===== src/rtl/isc_regs.vh =====
/*
 * Register map, field positions, reset values and threshold constants of
 * the interrupt status collector.
 * Assumes a 32-bit APB slave with each register taking one aligned word.
 */
`ifndef ISC_REGS_VH
`define ISC_REGS_VH
// ============================================================
// Overview of operation
// 32-bit status; host writes ones to acknowledge, exactly those bits clear.
// Bit 31 sets when software event enable goes from low to high; write one clears.
// Bit 25 sets when transmit stop requested and transmitter halted.
// Bit 24 sets when the receiver has halted.
// Bit 23 sets when drop counter goes 7FFFFFFFh to 80000000h.
// Bit 21 sets when an interrupt-on-completion buffer fully loaded.
// Bit 20 sets when programmed receive transfer count has been read.
// Bit 19 sets when general-purpose timer wraps past zero to FFFFh.
// Bit 18 read-only, follows physical layer event; writes do nothing.
// Bit 17 sets on power event, independent of pin; write one clears.
// Power event does not wake; only a write to byte test wakes.
// Power event interrupt bypasses the deassertion interval hold-off.
// Bit 16 sets when the transmit status FIFO overflows.
// Bit 15 sets when a received packet exceeds 2048 bytes.
// Bit 14 on receiver error; bit 13 on transmitter error.
// Bit 10 sets on host write while transmit data FIFO full.
// Bit 9 sets when transmit free space exceeds available level.
// Bit 8 on transmit status full; bit 4 on receive status full.
// Bit 7 transmit status level exceeded; bit 3 receive status level exceeded.
// Bit 6 sets every time a received frame is dropped.
// Bits 2-0 latch events of the three configured I/O lines.
// Status bits record events regardless of the enable mask.
// Master indication bit 12 high when any enabled status bit active.
// Available level in 64-byte blocks; status levels in 32-bit words.
// Flags stay until cleared; zero writes keep; reserved reads zero.
// ============================================================
// Register byte addresses.
`define ISC_ADDR_W          8
`define ISC_OFS_IRQ_CFG     8'h54
`define ISC_OFS_INTERRUPT_STATUS     8'h58
`define ISC_OFS_INT_EN      8'h5C
`define ISC_OFS_BYTE_TEST   8'h64
`define ISC_OFS_FIFO_INT    8'h68
`define ISC_OFS_RX_CFG      8'h6C
`define ISC_OFS_GPT_CNT     8'h90
`define ISC_OFS_RX_DROP     8'hA0
`define ISC_OFS_EVT_CTRL    8'hC0
// ============================================================
// Status bit positions.
`define ISC_B_SW            31
`define ISC_B_TXSTOP        25
`define ISC_B_RXSTOP        24
`define ISC_B_DROPH         23
`define ISC_B_TXDONE        21
`define ISC_B_RXDMA         20
`define ISC_B_TIMER         19
`define ISC_B_PHY           18
`define ISC_B_PWR           17
`define ISC_B_TSOVF         16
`define ISC_B_RWDOG         15
`define ISC_B_RXERR         14
`define ISC_B_TXERR         13
`define ISC_B_TDOVR         10
`define ISC_B_TDAVL         9
`define ISC_B_TSFULL        8
`define ISC_B_TSLVL         7
`define ISC_B_RXDROP        6
`define ISC_B_RSFULL        4
`define ISC_B_RSLVL         3
`define ISC_B_IO_HI         2
// Implemented status and enable bits; all others read zero.
`define ISC_STS_MASK        32'h83BFE7DF
// Interrupt configuration fields.
`define ISC_B_MASTER        12
`define ISC_B_IRQ_EN        8
`define ISC_B_SWEN          31
// Threshold register fields and reset value.
`define ISC_FI_RESET        32'h48000000
// Writable threshold fields; the middle byte is reserved and reads zero.
`define ISC_FI_MASK         32'hFFFF00FF
`define ISC_FI_TDA_HI       31
`define ISC_FI_TDA_LO       24
`define ISC_FI_TSL_HI       23
`define ISC_FI_TSL_LO       16
`define ISC_FI_RSL_HI       7
`define ISC_FI_RSL_LO       0
`define ISC_BLK_SHIFT       4
// Receive transfer count field.
`define ISC_RXC_HI          27
`define ISC_RXC_LO          16
`define ISC_RXC_W           12
// Constants for counters and identity.
`define ISC_BYTE_TEST_VAL   32'h87654321
`define ISC_DROP_HALF_FROM  32'h7FFFFFFF
`define ISC_TIMER_MAX       16'hFFFF
`define ISC_RWDOG_BYTES     12'h800
`define ISC_EVT_STOP_TX     0
`endif


===== src/rtl/isc_w1c_bit.v =====
/*
 * One sticky status flag: set by a hardware event, cleared by a write of
 * one from the host. Set wins over a clear in the same cycle.
 * Assumes all inputs synchronous to clk_sys.
 */
`timescale 1ns/100ps
`default_nettype none
module isc_w1c_bit (
  // Clock, reset and enable.
  input  wire clk_sys,
  input  wire resetn,
  input  wire ce,
  // Event and clear.
  input  wire set_evt,
  input  wire clr_wr,
  // Flag.
  output reg  flag_q
);
  // ============================================================
  // Sticky flag with set priority.
  always @(posedge clk_sys or negedge resetn) begin
    if (!resetn) begin
      flag_q <= 1'b0;
    end else if (ce) begin
      if (set_evt) begin
        flag_q <= 1'b1;
      end else if (clr_wr) begin
        flag_q <= 1'b0;
      end
    end
  end
endmodule
`default_nettype wire


===== src/rtl/isc_edge.v =====
/*
 * Rising-edge detector for one event level.
 * Assumes the level is synchronous to clk_sys.
 */
`timescale 1ns/100ps
`default_nettype none
module isc_edge (
  // Clock, reset and enable.
  input  wire clk_sys,
  input  wire resetn,
  input  wire ce,
  // Level in, pulse out.
  input  wire level,
  output wire rise
);
  reg level_q;
  // ============================================================
  // Previous sample of the level.
  always @(posedge clk_sys or negedge resetn) begin
    if (!resetn) begin
      level_q <= 1'b0;
    end else if (ce) begin
      level_q <= level;
    end
  end
  assign rise = level & ~level_q;
endmodule
`default_nettype wire


===== src/rtl/isc_top.v =====
/*
 * Interrupt status collector: gathers the event sources of an Ethernet
 * controller into a sticky status register with write-one-to-clear, an
 * enable mask, a master indication, thresholds and a few counters that
 * produce event pulses, all reached over APB.
 * Assumes source units drive synchronous event pulses and levels.
 */
// The APB slave port was left to the implementer.
`timescale 1ns/100ps
`default_nettype none
`include "isc_regs.vh"
module isc_top (
  // Clock, reset and enable.
  input  wire        clk_sys,
  input  wire        resetn,
  input  wire        ce,
  // APB slave.
  input  wire        psel,
  input  wire        penable,
  input  wire        pwrite,
  input  wire [7:0]  paddr,
  input  wire [31:0] pwdata,
  output reg  [31:0] prdata,
  output wire        pready,
  output wire        pslverr,
  // Transmit side events.
  input  wire        tx_halted,
  input  wire        tx_buf_loaded_ioc,
  input  wire        tx_status_push,
  input  wire        tx_status_full,
  input  wire [7:0]  tx_status_used,
  input  wire [7:0]  tx_data_free_blocks,
  input  wire        tx_data_write,
  input  wire        tx_data_full,
  input  wire        tx_error,
  // Receive side events.
  input  wire        rx_halted,
  input  wire        rx_data_pop,
  input  wire        rx_frame_dropped,
  input  wire        rx_byte,
  input  wire        rx_frame_end,
  input  wire        rx_status_full,
  input  wire [7:0]  rx_status_used,
  input  wire        rx_error,
  // Other sources.
  input  wire        timer_tick,
  input  wire        phy_event,
  input  wire        power_event,
  input  wire [2:0]  io_line_events,
  // Outputs.
  output wire        irq_line,
  output wire        power_irq,
  output reg         wake_q,
  output wire        stop_tx_req
);
  // ============================================================
  // Registers.
  reg  [31:0] int_en_q;
  reg  [31:0] fifo_int_q;
  reg         irq_en_q;
  reg         sw_enable_q;
  reg         stop_tx_q;
  reg  [11:0] rx_count_q;
  reg         rx_count_live_q;
  reg  [15:0] timer_q;
  reg  [31:0] drop_q;
  reg  [11:0] rx_len_q;
  reg         rwdog_hit_q;
  wire [31:0] sts;
  wire [31:0] set_vec;
  wire        acc;
  wire        wr;
  wire        sts_wr;
  wire        pw_irq;

  assign pready  = 1'b1;
  assign pslverr = 1'b0;
  assign acc     = psel & penable;
  assign wr      = acc & pwrite & ce;
  assign sts_wr  = wr & (paddr == `ISC_OFS_INTERRUPT_STATUS);
  assign stop_tx_req = stop_tx_q;

  // ============================================================
  // Level sources turned into set pulses at their rising edge.
  wire [7:0] lvl_in;
  wire [7:0] lvl_rise;
  assign lvl_in[0] = sw_enable_q;
  assign lvl_in[1] = stop_tx_q & tx_halted;
  assign lvl_in[2] = rx_halted;
  assign lvl_in[3] = tx_status_full;
  assign lvl_in[4] = rx_status_full;
  assign lvl_in[5] = tx_data_free_blocks >
                     fifo_int_q[`ISC_FI_TDA_HI:`ISC_FI_TDA_LO];
  assign lvl_in[6] = tx_status_used >
                     fifo_int_q[`ISC_FI_TSL_HI:`ISC_FI_TSL_LO];
  assign lvl_in[7] = rx_status_used >
                     fifo_int_q[`ISC_FI_RSL_HI:`ISC_FI_RSL_LO];
  genvar g;
  generate
    for (g = 0; g < 8; g = g + 1) begin : g_edge
      isc_edge u_edge (
        .clk_sys (clk_sys),
        .resetn  (resetn),
        .ce      (ce),
        .level   (lvl_in[g]),
        .rise    (lvl_rise[g])
      );
    end
  endgenerate

  // ============================================================
  // Set vector: each bit names the event that latches it.
  wire rx_count_done;
  wire timer_wrap;
  wire drop_half;
  assign rx_count_done = rx_count_live_q & rx_data_pop &
                         (rx_count_q == {{(`ISC_RXC_W-1){1'b0}}, 1'b1});
  assign timer_wrap = timer_tick & (timer_q == 16'h0000);
  assign drop_half  = rx_frame_dropped & (drop_q == `ISC_DROP_HALF_FROM);
  assign set_vec[`ISC_B_SW]     = lvl_rise[0];
  assign set_vec[30:26]         = 5'h00;
  assign set_vec[`ISC_B_TXSTOP] = lvl_rise[1];
  assign set_vec[`ISC_B_RXSTOP] = lvl_rise[2];
  assign set_vec[`ISC_B_DROPH]  = drop_half;
  assign set_vec[22]            = 1'b0;
  assign set_vec[`ISC_B_TXDONE] = tx_buf_loaded_ioc;
  assign set_vec[`ISC_B_RXDMA]  = rx_count_done;
  assign set_vec[`ISC_B_TIMER]  = timer_wrap;
  assign set_vec[`ISC_B_PHY]    = 1'b0;
  assign set_vec[`ISC_B_PWR]    = power_event;
  assign set_vec[`ISC_B_TSOVF]  = tx_status_push & tx_status_full;
  assign set_vec[`ISC_B_RWDOG]  = rwdog_hit_q;
  assign set_vec[`ISC_B_RXERR]  = rx_error;
  assign set_vec[`ISC_B_TXERR]  = tx_error;
  assign set_vec[12:11]         = 2'b00;
  assign set_vec[`ISC_B_TDOVR]  = tx_data_write & tx_data_full;
  assign set_vec[`ISC_B_TDAVL]  = lvl_rise[5];
  assign set_vec[`ISC_B_TSFULL] = lvl_rise[3];
  assign set_vec[`ISC_B_TSLVL]  = lvl_rise[6];
  assign set_vec[`ISC_B_RXDROP] = rx_frame_dropped;
  assign set_vec[5]             = 1'b0;
  assign set_vec[`ISC_B_RSFULL] = lvl_rise[4];
  assign set_vec[`ISC_B_RSLVL]  = lvl_rise[7];
  assign set_vec[`ISC_B_IO_HI:0] = io_line_events;

  // ============================================================
  // Sticky flags except read-only bit 18; set regardless of the mask, only implemented bits.
  genvar b;
  generate
    for (b = 0; b < 32; b = b + 1) begin : g_sts
      if (b == `ISC_B_PHY) begin : g_ro
        assign sts[b] = phy_event;
      end else if (((`ISC_STS_MASK >> b) & 1) == 1) begin : g_w1c
        isc_w1c_bit u_bit (
          .clk_sys (clk_sys),
          .resetn  (resetn),
          .ce      (ce),
          .set_evt (set_vec[b]),
          .clr_wr  (sts_wr & pwdata[b]),
          .flag_q  (sts[b])
        );
      end else begin : g_rsv
        assign sts[b] = 1'b0;
      end
    end
  endgenerate

  // ============================================================
  // Master indication and interrupt outputs.
  wire master;
  assign master    = |(sts & int_en_q);
  assign irq_line  = irq_en_q & master;
  assign pw_irq    = sts[`ISC_B_PWR] & int_en_q[`ISC_B_PWR];
  assign power_irq = irq_en_q & pw_irq;

  // ============================================================
  // Software-written configuration registers.
  always @(posedge clk_sys or negedge resetn) begin
    if (!resetn) begin
      int_en_q    <= 32'h00000000;
      fifo_int_q  <= `ISC_FI_RESET;
      irq_en_q    <= 1'b0;
      sw_enable_q <= 1'b0;
      stop_tx_q   <= 1'b0;
    end else if (wr) begin
      case (paddr)
        `ISC_OFS_INT_EN: begin
          int_en_q    <= pwdata & `ISC_STS_MASK;
          sw_enable_q <= pwdata[`ISC_B_SWEN];
        end
        `ISC_OFS_IRQ_CFG: begin
          irq_en_q <= pwdata[`ISC_B_IRQ_EN];
        end
        `ISC_OFS_FIFO_INT: begin
          fifo_int_q <= pwdata & `ISC_FI_MASK;
        end
        `ISC_OFS_EVT_CTRL: begin
          stop_tx_q <= pwdata[`ISC_EVT_STOP_TX];
        end
        default: begin
          irq_en_q <= irq_en_q;
        end
      endcase
    end
  end

  // ============================================================
  // Wake only on a host write to the byte test register.
  always @(posedge clk_sys or negedge resetn) begin
    if (!resetn) begin
      wake_q <= 1'b0;
    end else if (ce) begin
      wake_q <= wr & (paddr == `ISC_OFS_BYTE_TEST);
    end
  end

  // ============================================================
  // Receive transfer count: loaded by host, counts down per word read.
  always @(posedge clk_sys or negedge resetn) begin
    if (!resetn) begin
      rx_count_q      <= {`ISC_RXC_W{1'b0}};
      rx_count_live_q <= 1'b0;
    end else if (ce) begin
      if (wr && paddr == `ISC_OFS_RX_CFG) begin
        rx_count_q      <= pwdata[`ISC_RXC_HI:`ISC_RXC_LO];
        rx_count_live_q <= |pwdata[`ISC_RXC_HI:`ISC_RXC_LO];
      end else if (rx_count_live_q && rx_data_pop) begin
        rx_count_q      <= rx_count_q - {{(`ISC_RXC_W-1){1'b0}}, 1'b1};
        rx_count_live_q <= ~rx_count_done;
      end
    end
  end

  // ============================================================
  // General-purpose timer, drop counter and receive length watchdog.
  always @(posedge clk_sys or negedge resetn) begin
    if (!resetn) begin
      timer_q     <= `ISC_TIMER_MAX;
      drop_q      <= 32'h00000000;
      rx_len_q    <= 12'h000;
      rwdog_hit_q <= 1'b0;
    end else if (ce) begin
      if (timer_tick) begin
        timer_q <= timer_wrap ? `ISC_TIMER_MAX : timer_q - 16'h0001;
      end
      if (rx_frame_dropped) begin
        drop_q <= drop_q + 32'h00000001;
      end
      rwdog_hit_q <= 1'b0;
      if (rx_frame_end) begin
        rx_len_q <= 12'h000;
      end else if (rx_byte && rx_len_q != `ISC_RWDOG_BYTES) begin
        rx_len_q <= rx_len_q + 12'h001;
      end else if (rx_byte) begin
        rwdog_hit_q <= 1'b1;
      end
    end
  end

  // ============================================================
  // Read multiplexer; unmapped addresses read zero.
  always @* begin
    case (paddr)
      `ISC_OFS_INTERRUPT_STATUS:   prdata = sts;
      `ISC_OFS_INT_EN:    prdata = int_en_q;
      `ISC_OFS_IRQ_CFG:   prdata = {19'h00000, master, 3'h0, irq_en_q,
                                    8'h00};
      `ISC_OFS_BYTE_TEST: prdata = `ISC_BYTE_TEST_VAL;
      `ISC_OFS_FIFO_INT:  prdata = fifo_int_q;
      `ISC_OFS_RX_CFG:    prdata = {4'h0, rx_count_q, 16'h0000};
      `ISC_OFS_GPT_CNT:   prdata = {16'h0000, timer_q};
      `ISC_OFS_RX_DROP:   prdata = drop_q;
      `ISC_OFS_EVT_CTRL:  prdata = {31'h00000000, stop_tx_q};
      default:            prdata = 32'h00000000;
    endcase
  end
endmodule
`default_nettype wire


===== config.mk =====
export PLATFORM = sky130hd
export DESIGN_NAME = isc_top
export DESIGN_NICKNAME = d
export VERILOG_FILES = /design/src/rtl/isc_w1c_bit.v /design/src/rtl/isc_edge.v /design/src/rtl/isc_top.v
export VERILOG_INCLUDE_DIRS = /design/src /design/src/rtl
export SDC_FILE = /design/constraint.sdc
export NUM_CORES = 1
export LEC_CHECK = 0
export ABC_AREA = 1
export BUFFER_PORTS_ARGS = -buffer_cell sky130_fd_sc_hd__buf_4
export CELL_PAD_IN_SITES_DETAIL_PLACEMENT = 1
export CELL_PAD_IN_SITES_GLOBAL_PLACEMENT = 2
export CORE_MARGIN = 2
export CORE_UTILIZATION = 35
export CTS_CLUSTER_SIZE = 25
export DETAILED_ROUTE_END_ITERATION = 12
export HOLD_SLACK_MARGIN = 0.12
export PLACE_DENSITY_LB_ADDON = 0.1
export SYNTH_ARGS = -nofsm -noshare
export SYNTH_HDL_FRONTEND = slang
export SYNTH_SLANG_ARGS = --single-unit

===== constraint.sdc =====
create_clock -name clk_sys -period 3.11 [get_ports clk_sys]
set_input_delay 0.4665 -clock clk_sys [delete_from_list [all_inputs] [get_ports clk_sys]]
set_output_delay 0.4665 -clock clk_sys [all_outputs]
set_load 0.01 [all_outputs]

==> results of run 1 <==
## layout make-up
cell class,count,area share (%)
clock buffer,19,3.86
clock inverter,13,1.33
inverter,151,4.85
multi-input combinational,1100,43.5
sequential,154,33.0
tap,378,4.03
timing repair buffer,144,9.37
## registers in the layout, summed over array words and instances (netlist names), 8 cells and up
register	count
drop_q	32
fifo_int_q	24
g_sts.g_w1c.u_bit.flag_q	22
int_en_q	22
timer_q	16
rx_count_q	12
rx_len_q	12
g_edge.u_edge.level_q	8
## Yosys cell counts, drive strengths merged
library cell	count	share of area, %
o22ai	5	0.32
o21ai	86	4.7
nand3	121	6.3
clkinv	2	0.077
dfstp	18	4.8
ha	31	4.0
xor2	19	1.7
nor2	181	7.4
o21a	3	0.23
clkbuf	15	0.58
a21o	1	0.077
nand4	29	1.9
conb	2	0.077
nand2	561	22
inv	149	5.8
dfrtp	136	35
a21oi	24	1.5
or2	2	0.13
buf	20	1.5
xnor2	8	0.72
nor3	22	1.2
o221ai	1	0.090
o211ai	2	0.15
nand3b	2	0.15
## worst max-delay path, stage by stage
cell and delay, ps:
buf_4 110, inv_1 40, nand2_1 90, nor3_4 460, nand2_4 310, inv_4 220, nand2_1 70, nand2_1 60
nor2_1 60, nand2_1 120, buf_4 140
## power by group through the flow
stage               Sequential (mW)  Combinational [mW]  Clock (mW)
floorplan                      2.51               0.920           0
global placement               2.63                1.31           0
detailed placement             2.63                1.35           0
CTS                            2.60                1.37        2.28
global route                   2.63                1.57        2.37
finish                         2.60                1.35        2.22
## metrics by stage
| stage | setup WS (ps) | cells | instance area (um2) | hold WS [ps] |
|---|---|---|---|---|
| after floorplan | 1100 | 1440 | 9760 | 171 |
| after global placement | 509 | 1926 | 11100 | 443 |
| after detailed placement | 484 | 1926 | 11100 | 456 |
| after CTS | 485 | 1959 | 11700 | 210 |
| after global routing | 300 | 1959 | 11700 | 209 |
| final | 489 | 1959 | 11700 | 220 |
## metal layers
layer  track usage [%]  vias up  part of all wire [%]
met5                 0        -                     0
met4              5.27        0                   1.1
met3              3.03       21                   2.8
met2              41.4      131                    48
met1              35.0     4660                    48
li1                  -     4802                     -
## path summary, 6_finish.rpt
kind	start	end	cells past startpoint
hold / removal	rx_error	g_sts[14].g_w1c.u_bit.flag_q$_DFFE_PN0P_	3
min in group asynchronous	resetn	int_en_q[14]$_DFFE_PN0P_	2
setup reg to reg	timer_q[4]$_DFFE_PN1P_	timer_q[7]$_DFFE_PN1P_	5
setup / recovery	paddr[0]	prdata[16]	11
max in group asynchronous	resetn	fifo_int_q[27]$_DFFE_PN1P_	3
hold reg to reg	g_edge[3].u_edge.level_q$_DFFE_PN0P_	g_sts[8].g_w1c.u_bit.flag_q$_DFFE_PN0P_	1
## logic make-up after synthesis
family	count (synthesis)	share of synthesized area (%)
flip-flops	154	39.7
XOR/XNOR	27	2.42
adder cells (fa/ha/maj)	31	3.97
AO/OA/AOI/OAI	122	7.05
AND/OR/NAND/NOR	918	38.9
other	2	0.0769
buffers and inverters	186	7.91
==> summary.txt, run 1 <==
final setup TNS - 0 ps
cts hold-fix bufs - 1
wire per inst - 17.8 um
CTS tree - done
antenna violations before repair - 0
Die W - 171 um
fin util - 42.5%
first-pass GRT wire length - 55200 um
Ports - 128
Flop pwr share - 42.1%
Lkg Pwr - 5.93 nW
1st-pass router iterations - 5
Sinks on Clock Net - 154
Yosys cell types - 39
register area - 3880 um2
Final Max Tran Viols - 0
fmax - 382 MHz
crit end category - output pin
sequential area share after synthesis - 39.7%
setup bufs post-CTS - 0
vias post-DR - 9614
drt drc - 0
most common cell after layout, fill and taps aside - nand2_1
RD Place Congestion - 0.839
switch share - 34.7%
Layout Skew - 12.5 ps
Psw - 2.14 mW
H-tree levels - 4
share of layout cells above drive strength 1 - 14.5%
mapped cell area - 9760 um2
Core ar. - 27600 um2
relative slew slack - 50.9%
Clock transition at path regs - 80 ps
Fin. Hold Viols - 0
Starting Density - 35.3%
Pint - 4.03 mW
Detailed Route WL - 34900 um
Clk network pwr share - 36.0%
Logic pwr share - 21.9%
hpwl dp - 26800 um
outcome - completed
ANT nets after route - 0
area grow syn2layout - 20.3%
clk buf depth - 2
Clk Latency, worst-skew pair - 440 ps
final worst path period share - 84.3%
R2R setup slack - 980 ps
largest net degree at the start of global routing - 60
Max-Cap Viols - 0
Worst Tran Pin Value - 735 ps
Data required, critical path - 2640 ps
synthesized instance count - 1440
initial drt markers - 518
peak supply drop - 346 uV
Avg Vias per Cell - 4.91
Port-buffer cells - 123
Power Density - 526 nW/um2
unrepaired setup endpoints after global routing - false
commonest non-fill, non-tap cells in the layout - 556 x nand2_1, 175 x nor2_1, 142 x inv_1
signal arrival time at the worst endpoint - 2150 ps
Final Power - 6.17 mW
GRT Overall Usage - 25.0%
syn nets - 1561
multi-input logic area - 5110 um2
Avg Cell Area, Syn - 6.78 um2
antenna cells - 0
critical path class - in -> out
CTS buffer count - 17
Die Height - 171 um
Final setup viols - 0
final critical-path required period - 2620 ps
FP Rows - 61
Remaining Overflow, GRT - 0
Root Driver - clkbuf_16
number of global-route vias before repair - 9904
flops & latches, synth - 154
yosys synthesis warning count - 0
critical path peak fanout - 17
post-cts resize count - 0
Hold Path Class - in -> reg
Fillers - 3634
Die Footprint - 29200 um2
Final nets - 1689
Critical Path Start Type - input port
(Power assumes the default switching activity.)
==> run 2: changes to the inputs <==
- CORE_UTILIZATION: 35 -> 29
- clock period: 3.11 -> 2.4 ns (I/O delays scaled with it)
==> summary.txt, run 2 (same netlist as run 1, synthesis figures left out) <==
Port-buffer cells - 123 (unchanged)
Detailed Route WL - 36700 um (was 34900 um)
Ports - 128 (unchanged)
CTS tree - done (unchanged)
Hold Path Class - in -> reg (unchanged)
final critical-path required period - 2230 ps
Critical Path Start Type - input port (unchanged)
commonest non-fill, non-tap cells in the layout - 556 x nand2_1, 175 x nor2_1, 157 x buf_4 (was 556 x nand2_1, 175 x nor2_1, 142 x inv_1)
RD Place Congestion - 0.795 (was 0.839)
cell mode on critical path - buf_4 (was nand2_1)
unrepaired setup endpoints after global routing - false (unchanged)
fin util - 36.3% (was 42.5%)
outcome - completed (unchanged)
wire per inst - 17.8 um (about the same)
Core ar. - 33400 um2 (was 27600 um2)
worst r2r src - drop_q[0]$_DFFE_PN0P_ (was timer_q[4]$_DFFE_PN1P_)
Die Height - 187 um (was 171 um)
Final nets - 1715 (was 1689)
GRT Overall Usage - 21.5% (was 25.0%)
CP cell instances - buf_4 > inv_1 > nand2_1 > nor2_4 > buf_4 > nand2_1 > buf_4 > o21ai_0 > nor2_1 > nand2_1 > buf_4 (was buf_4 > inv_1 > nand2_1 > nor3_4 > nand2_4 > inv_4 > nand2_1 > nand2_1 > nor2_1 > nand2_1 > buf_4)
crit end category - output pin (unchanged)
Post-Layout Cell Count - 2054 (was 1959)
crit path from - paddr[7] (was paddr[0])
H-tree levels - 4 (unchanged)
Final setup viols - 0 (unchanged)
Die W - 187 um (was 171 um)
Power Density - 662 nW/um2 (was 526 nW/um2)
largest net degree at the start of global routing - 46 (was 60)
critical path class - in -> out (unchanged)
signal arrival time at the worst endpoint - 1870 ps (was 2150 ps)
Starting Density - 29.3% (was 35.3%)
Avg Vias per Cell - 4.71 (was 4.91)
setup bufs post-CTS - 0 (unchanged)
Final Max Tran Viols - 0 (unchanged)
Worst Tran Pin Value - 551 ps (was 735 ps)
R2R depth - 6 (was 5)
Lkg Pwr - 6.07 nW (was 5.93 nW)
clk buf depth - 2 (unchanged)
fmax - 448 MHz
slowest CP cell - nor2_4 (was nor3_4)
Max-Cap Viols - 0 (unchanged)
worst setup path endpoint - prdata[16] (unchanged)
Top Registers - drop_q x32, fifo_int_q x24 (unchanged)
vias post-DR - 9680 (was 9614)
R2R setup slack - 590 ps (was 980 ps)
Sinks on Clock Net - 154 (unchanged)
Remaining Overflow, GRT - 0 (unchanged)
Largest register FFs - 32 (unchanged)
Root Driver - clkbuf_16 (unchanged)
Data required, critical path - 2040 ps (was 2640 ps)
ANT nets after route - 0 (unchanged)
Clock transition at path regs - 70 ps (was 80 ps)
hold slack - 139 ps (was 220 ps)
Fin. Hold Viols - 0 (unchanged)
WP depth - 11 (unchanged)
final worst path period share - 93.0%
most common cell after layout, fill and taps aside - nand2_1 (unchanged)
CP delay by family, top - simple AND/OR/NAND/NOR gates (unchanged)
RR Endpoint - drop_q[17]$_DFFE_PN0P_ (was timer_q[7]$_DFFE_PN1P_)
first-pass GRT wire length - 58000 um (was 55200 um)
Layout Skew - 7.42 ps (was 12.5 ps)
CTS buffer count - 17 (unchanged)
Fillers - 4273 (was 3634)
1st-pass router iterations - 4 (was 5)
area grow syn2layout - 24.0% (was 20.3%)
drt drc - 0 (unchanged)
Die Footprint - 35100 um2 (was 29200 um2)
CP bufs+invs - 5 (was 4)
peak supply drop - 472 uV (was 346 uV)
Clk Latency, worst-skew pair - 440 ps (about the same)
CP max stage delay - 260 ps (was 460 ps)
relative slew slack - 63.2% (was 50.9%)
antenna violations before repair - 0 (unchanged)
critical path peak fanout - 6 (was 17)
FP Rows - 67 (was 61)
number of global-route vias before repair - 9986 (was 9904)
antenna cells - 0 (unchanged)
share of layout cells above drive strength 1 - 15.5% (was 14.5%)
hpwl dp - 28900 um (was 26800 um)
placed insts - 2017 (was 1926)
Top reg by flops - drop_q (unchanged)
initial drt markers - 470 (was 518)
[run 2: changes by cell type in the layout (fill, tap and decap cells not counted), sizes merged]
cell         previous run  this run
buf                   143       164
bufinv                  2         3
clkbuf                 19        20
clkinv                  5         6
clkinvlp                2         3
dlygate4sd3             1         6
inv                   155       150
[run 2: per-layer routing]
metal	share of wire, %	GRT usage (%)
met1	50	30.3
met2	47	35.5
met3	2.3	2.55
met4	1.1	4.54
met5	0	0
[run 2: worst min-delay path by stage]
stage,startpoint,end,slack [ps],cells past startpoint
3_3_place_gp,resetn,g_sts[13].g_w1c.u_bit.flag_q$_DFFE_PN0P_,360,1
3_5_place_dp,resetn,g_sts[13].g_w1c.u_bit.flag_q$_DFFE_PN0P_,350,1
2_1_floorplan,resetn,drop_q[0]$_DFFE_PN0P_,60,0
6_report,tx_error,g_sts[13].g_w1c.u_bit.flag_q$_DFFE_PN0P_,140,3
4_1_cts,tx_error,g_sts[13].g_w1c.u_bit.flag_q$_DFFE_PN0P_,120,3
5_1_grt,tx_error,g_sts[13].g_w1c.u_bit.flag_q$_DFFE_PN0P_,130,3
[run 2: tightest hold or removal path, cell delays in order]
cell	delay, ps
buf_4	80
nand2_1	50
nand2_1	60
[run 2: repair_timing]
| item | in CTS | in global routing |
|---|---|---|
| gates resized for setup | 1 | 1 |
| pin swaps | 0 | 0 |
| hold buffers | 6 | 0 |
| endpoints found under the setup margin | 2 | 1 |
| endpoints found under the hold margin | 28 | 0 |
[run 2: final cells by class]
| cell class | instances | area, um2 | share of cell area [%] |
|---|---|---|---|
| multi-input cells | 1100 | 5120 | 42.3 |
| clock inverters | 11 | 145 | 1.20 |
| well taps | 448 | 561 | 4.63 |
| clock buffers | 20 | 457 | 3.77 |
| inverters | 151 | 569 | 4.70 |
| flip-flops and latches | 154 | 3880 | 32.0 |
| repair buffers | 170 | 1370 | 11.3 |
[run 2: through the flow]
step,setup WS [ps],power (mW),instance area (um2),setup TNS [ps]
5_1_grt,5.25,8.51,12100,0
2_1_floorplan,608,4.45,9760,0
4_1_cts,101,8.12,12100,0
6_report,167,8.01,12100,0
3_3_place_gp,-1.34,5.14,11400,-1.34
3_5_place_dp,-12.0,5.18,11400,-17.1
[run 2: power breakdown]
part           switching (mW)  internal, mW
sequential              0.391          2.97
combinational            1.13         0.652
clock                    1.18          1.69
==> run 3: changes to the inputs <==
- SYNTH_HIERARCHICAL: default -> 1
==> summary.txt, run 3 <==
number of global-route vias before repair - 10260 (was 9986)
largest net degree at the start of global routing - 55 (was 46)
clk buf depth - 2 (unchanged)
final setup TNS - 0 ps (unchanged)
area leader, netlist - dfrtp_1 (unchanged)
Post-synth EDFFs - 0 (unchanged)
first-pass GRT wire length - 59700 um (was 58000 um)
CTS tree - done (unchanged)
Core ar. - 33600 um2 (was 33400 um2)
CP max stage delay - 320 ps (was 260 ps)
Fin. Hold Viols - 0 (unchanged)
relative slew slack - 60.0% (was 63.2%)
commonest non-fill, non-tap cells in the layout - 583 x nand2_1, 176 x inv_1, 170 x nor2_1 (was 556 x nand2_1, 175 x nor2_1, 157 x buf_4)
CP bufs+invs - 6 (was 5)
Ports - 128 (unchanged)
Data required, critical path - 2040 ps (about the same)
sequential area share after synthesis - 39.0% (was 39.7%)
initial drt markers - 499 (was 470)
Starting Density - 29.6% (was 29.3%)
Die Footprint - 35800 um2 (was 35100 um2)
Layout Skew - 11.0 ps (was 7.42 ps)
Avg Cell Area, Syn - 6.71 um2 (was 6.78 um2)
pre-CTS WS - 83.4 ps (was -12.0 ps)
Clock transition at path regs - 70 ps (about the same)
FP Rows - 67 (unchanged)
Synth Flop Type - dfrtp_1 (unchanged)
Die W - 189 um (was 187 um)
Setup WS post-layout - 147 ps (was 167 ps)
WP depth - 12 (was 11)
antenna cells - 0 (unchanged)
Largest register FFs - 32 (unchanged)
vias post-DR - 9944 (was 9680)
critical path class - in -> out (unchanged)
1st-pass router iterations - 4 (unchanged)
R2R depth - 10 (was 6)
Synth top cells by count - 583 x nand2_1, 176 x inv_1, 170 x nor2_1, 136 x dfrtp_1, 88 x nand3_1 (was 556 x nand2_1, 175 x nor2_1, 142 x inv_1, 136 x dfrtp_1, 120 x nand3_1)
H-tree levels - 4 (unchanged)
CP cell instances - buf_4 > nor2_1 > buf_4 > nand2_1 > inv_1 > buf_4 > nand3_1 > o21ai_0 > buf_4 > nor2_1 > nand2_1 > buf_4 (was buf_4 > inv_1 > nand2_1 > nor2_4 > buf_4 > nand2_1 > buf_4 > o21ai_0 > nor2_1 > nand2_1 > buf_4)
syn nets - 1603 (was 1561)
area grow syn2layout - 24.8% (was 24.0%)
Critical Path Start Type - input port (unchanged)
RD Place Congestion - 0.881 (was 0.795)
RR Endpoint - rx_len_q[0]$_DFFE_PN0P_ (was drop_q[17]$_DFFE_PN0P_)
unrepaired setup endpoints after global routing - false (unchanged)
CP delay by family, top - buffers and inverters (was simple AND/OR/NAND/NOR gates)
Synth async-reset ratio - 100% (unchanged)
most common cell after layout, fill and taps aside - nand2_1 (unchanged)
drt drc - 0 (unchanged)
register area - 3880 um2 (unchanged)
antenna violations before repair - 1 (was 0)
share of layout cells above drive strength 1 - 15.8% (was 15.5%)
top-area cell type share of the netlist area - 34.2% (was 34.9%)
Max-Cap Viols - 0 (unchanged)
crit end category - output pin (unchanged)
outcome - completed (unchanged)
Fillers - 4294 (was 4273)
Lkg Pwr - 6.17 nW (was 6.07 nW)
hold path start - tx_error (unchanged)
Power Density - 675 nW/um2 (was 662 nW/um2)
Root Driver - clkbuf_16 (unchanged)
Sinks on Clock Net - 154 (unchanged)
Final setup viols - 0 (unchanged)
yosys synthesis warning count - 6 (was 0)
critical path peak fanout - 5 (was 6)
dominant cells by area after synthesis - dfrtp_1 34%, nand2_1 22%, inv_1 6.6%, nor2_1 6.4%, dfstp_2 4.8% (was dfrtp_1 35%, nand2_1 21%, nor2_1 6.7%, nand3_1 6.2%, inv_1 5.5%)
Final Max Tran Viols - 0 (unchanged)
slowest CP cell - o21ai_0 (was nor2_4)
signal arrival time at the worst endpoint - 1890 ps (was 1870 ps)
final worst path period share - 93.9% (was 93.0%)
Hold Path Class - in -> reg (unchanged)
Yosys cell types - 43 (was 39)
fmax - 444 MHz (was 448 MHz)
hpwl dp - 29400 um (was 28900 um)
Top Registers - drop_q x32, fifo_int_q x24 (unchanged)
flops & latches, synth - 154 (unchanged)
multi-input logic area - 5200 um2 (was 5120 um2)
mapped cell area - 9940 um2 (was 9760 um2)
R2R setup slack - 330 ps (was 590 ps)
Worst Tran Pin Value - 601 ps (was 551 ps)
Die Height - 189 um (was 187 um)
ANT nets after route - 0 (unchanged)
CTS buffer count - 17 (unchanged)
final critical-path required period - 2250 ps (was 2230 ps)
peak supply drop - 500 uV (was 472 uV)
Top reg by flops - drop_q (unchanged)
worst r2r src - rx_len_q[0]$_DFFE_PN0P_ (was drop_q[0]$_DFFE_PN0P_)
Port-buffer cells - 123 (unchanged)
cell mode on critical path - buf_4 (unchanged)
dominant cell by count in the synthesized netlist - nand2_1 (unchanged)
Avg Vias per Cell - 4.71 (about the same)
wire per inst - 17.9 um (was 17.8 um)
synthesized instance count - 1482 (was 1440)
Hold Path Depth - 3 (unchanged)
WHS Endpoint - g_sts[13].g_w1c.u_bit/flag_q$_DFFE_PN0P_ (was g_sts[13].g_w1c.u_bit.flag_q$_DFFE_PN0P_)
Detailed Route WL - 37700 um (was 36700 um)
Final nets - 1771 (was 1715)
Remaining Overflow, GRT - 0 (unchanged)
Clk Latency, worst-skew pair - 450 ps (was 440 ps)
GRT Overall Usage - 22.0% (was 21.5%)
[run 3: through the flow]
stage          hold WS (ps)  util (%)  instances  total power, mW  cell area (um2)
2_1_floorplan          64.4         -       1482             4.51             9940
3_3_place_gp            279      34.7       2070             5.22            11700
3_5_place_dp            276      34.7       2070             5.26            11700
4_1_cts                 133      36.9       2111             8.48            12400
5_1_grt                 131      36.9       2111             8.92            12400
6_report                138      36.9       2111             8.37            12400
[run 3: worst max path at each step]
stage            endpoint     start  slack, ps
2_1_floorplan   prdata[1]  paddr[5]        630
3_3_place_gp   prdata[14]  paddr[1]         40
3_5_place_dp   prdata[14]  paddr[1]         80
4_1_cts        prdata[14]  paddr[1]         80
5_1_grt        prdata[23]  paddr[0]          7
6_report        prdata[2]  paddr[1]        150
[run 3: worst min-delay path, cell delays in order]
cell     delay, ps
buf_4           80
nand2_1         60
nand2_1         70
[run 3: logic make-up after synthesis]
family                   share of synthesized area [%]
flip-flops                                        39.0
adder cells (fa/ha/maj)                           3.90
XOR/XNOR                                          2.11
AND/OR/NAND/NOR                                   38.5
AO/OA/AOI/OAI                                     7.75
other                                           0.0756
buffers and inverters                             8.66
[run 3: repair_timing]
action / 4_1_cts / 5_1_grt
endpoints found under the setup margin: 0 / 1
resized for setup: 0 / 1
hold buffers: 9 / 0
setup buffers: 0 / 0
hold endpoints to repair: 36 / 0
[run 3: report_power, final]
part           switching [mW]  leakage, nW  internal [mW]
Sequential              0.397         1.93           2.99
Clock                    1.26        0.313           1.88
Combinational            1.20         3.93          0.649
Total                    2.86         6.17           5.51
[run 3: routing by layer]
layer	vias to the layer above	part of all wire, %	GRT usage (%)
li1	4979	-	-
met4	0	1.3	5.02
met1	4825	49	30.3
met3	22	2.8	3.86
met5	-	0	0
met2	118	47	35.8
[run 3: cell type report]
| type | instances | area share [%] |
|---|---|---|
| well taps | 448 | 4.52 |
| inverters | 182 | 5.53 |
| clock inverters | 14 | 1.76 |
| multi-input cells | 1116 | 41.9 |
| repair buffers | 179 | 11.5 |
| flip-flops and latches | 154 | 31.3 |
| clock buffers | 18 | 3.54 |
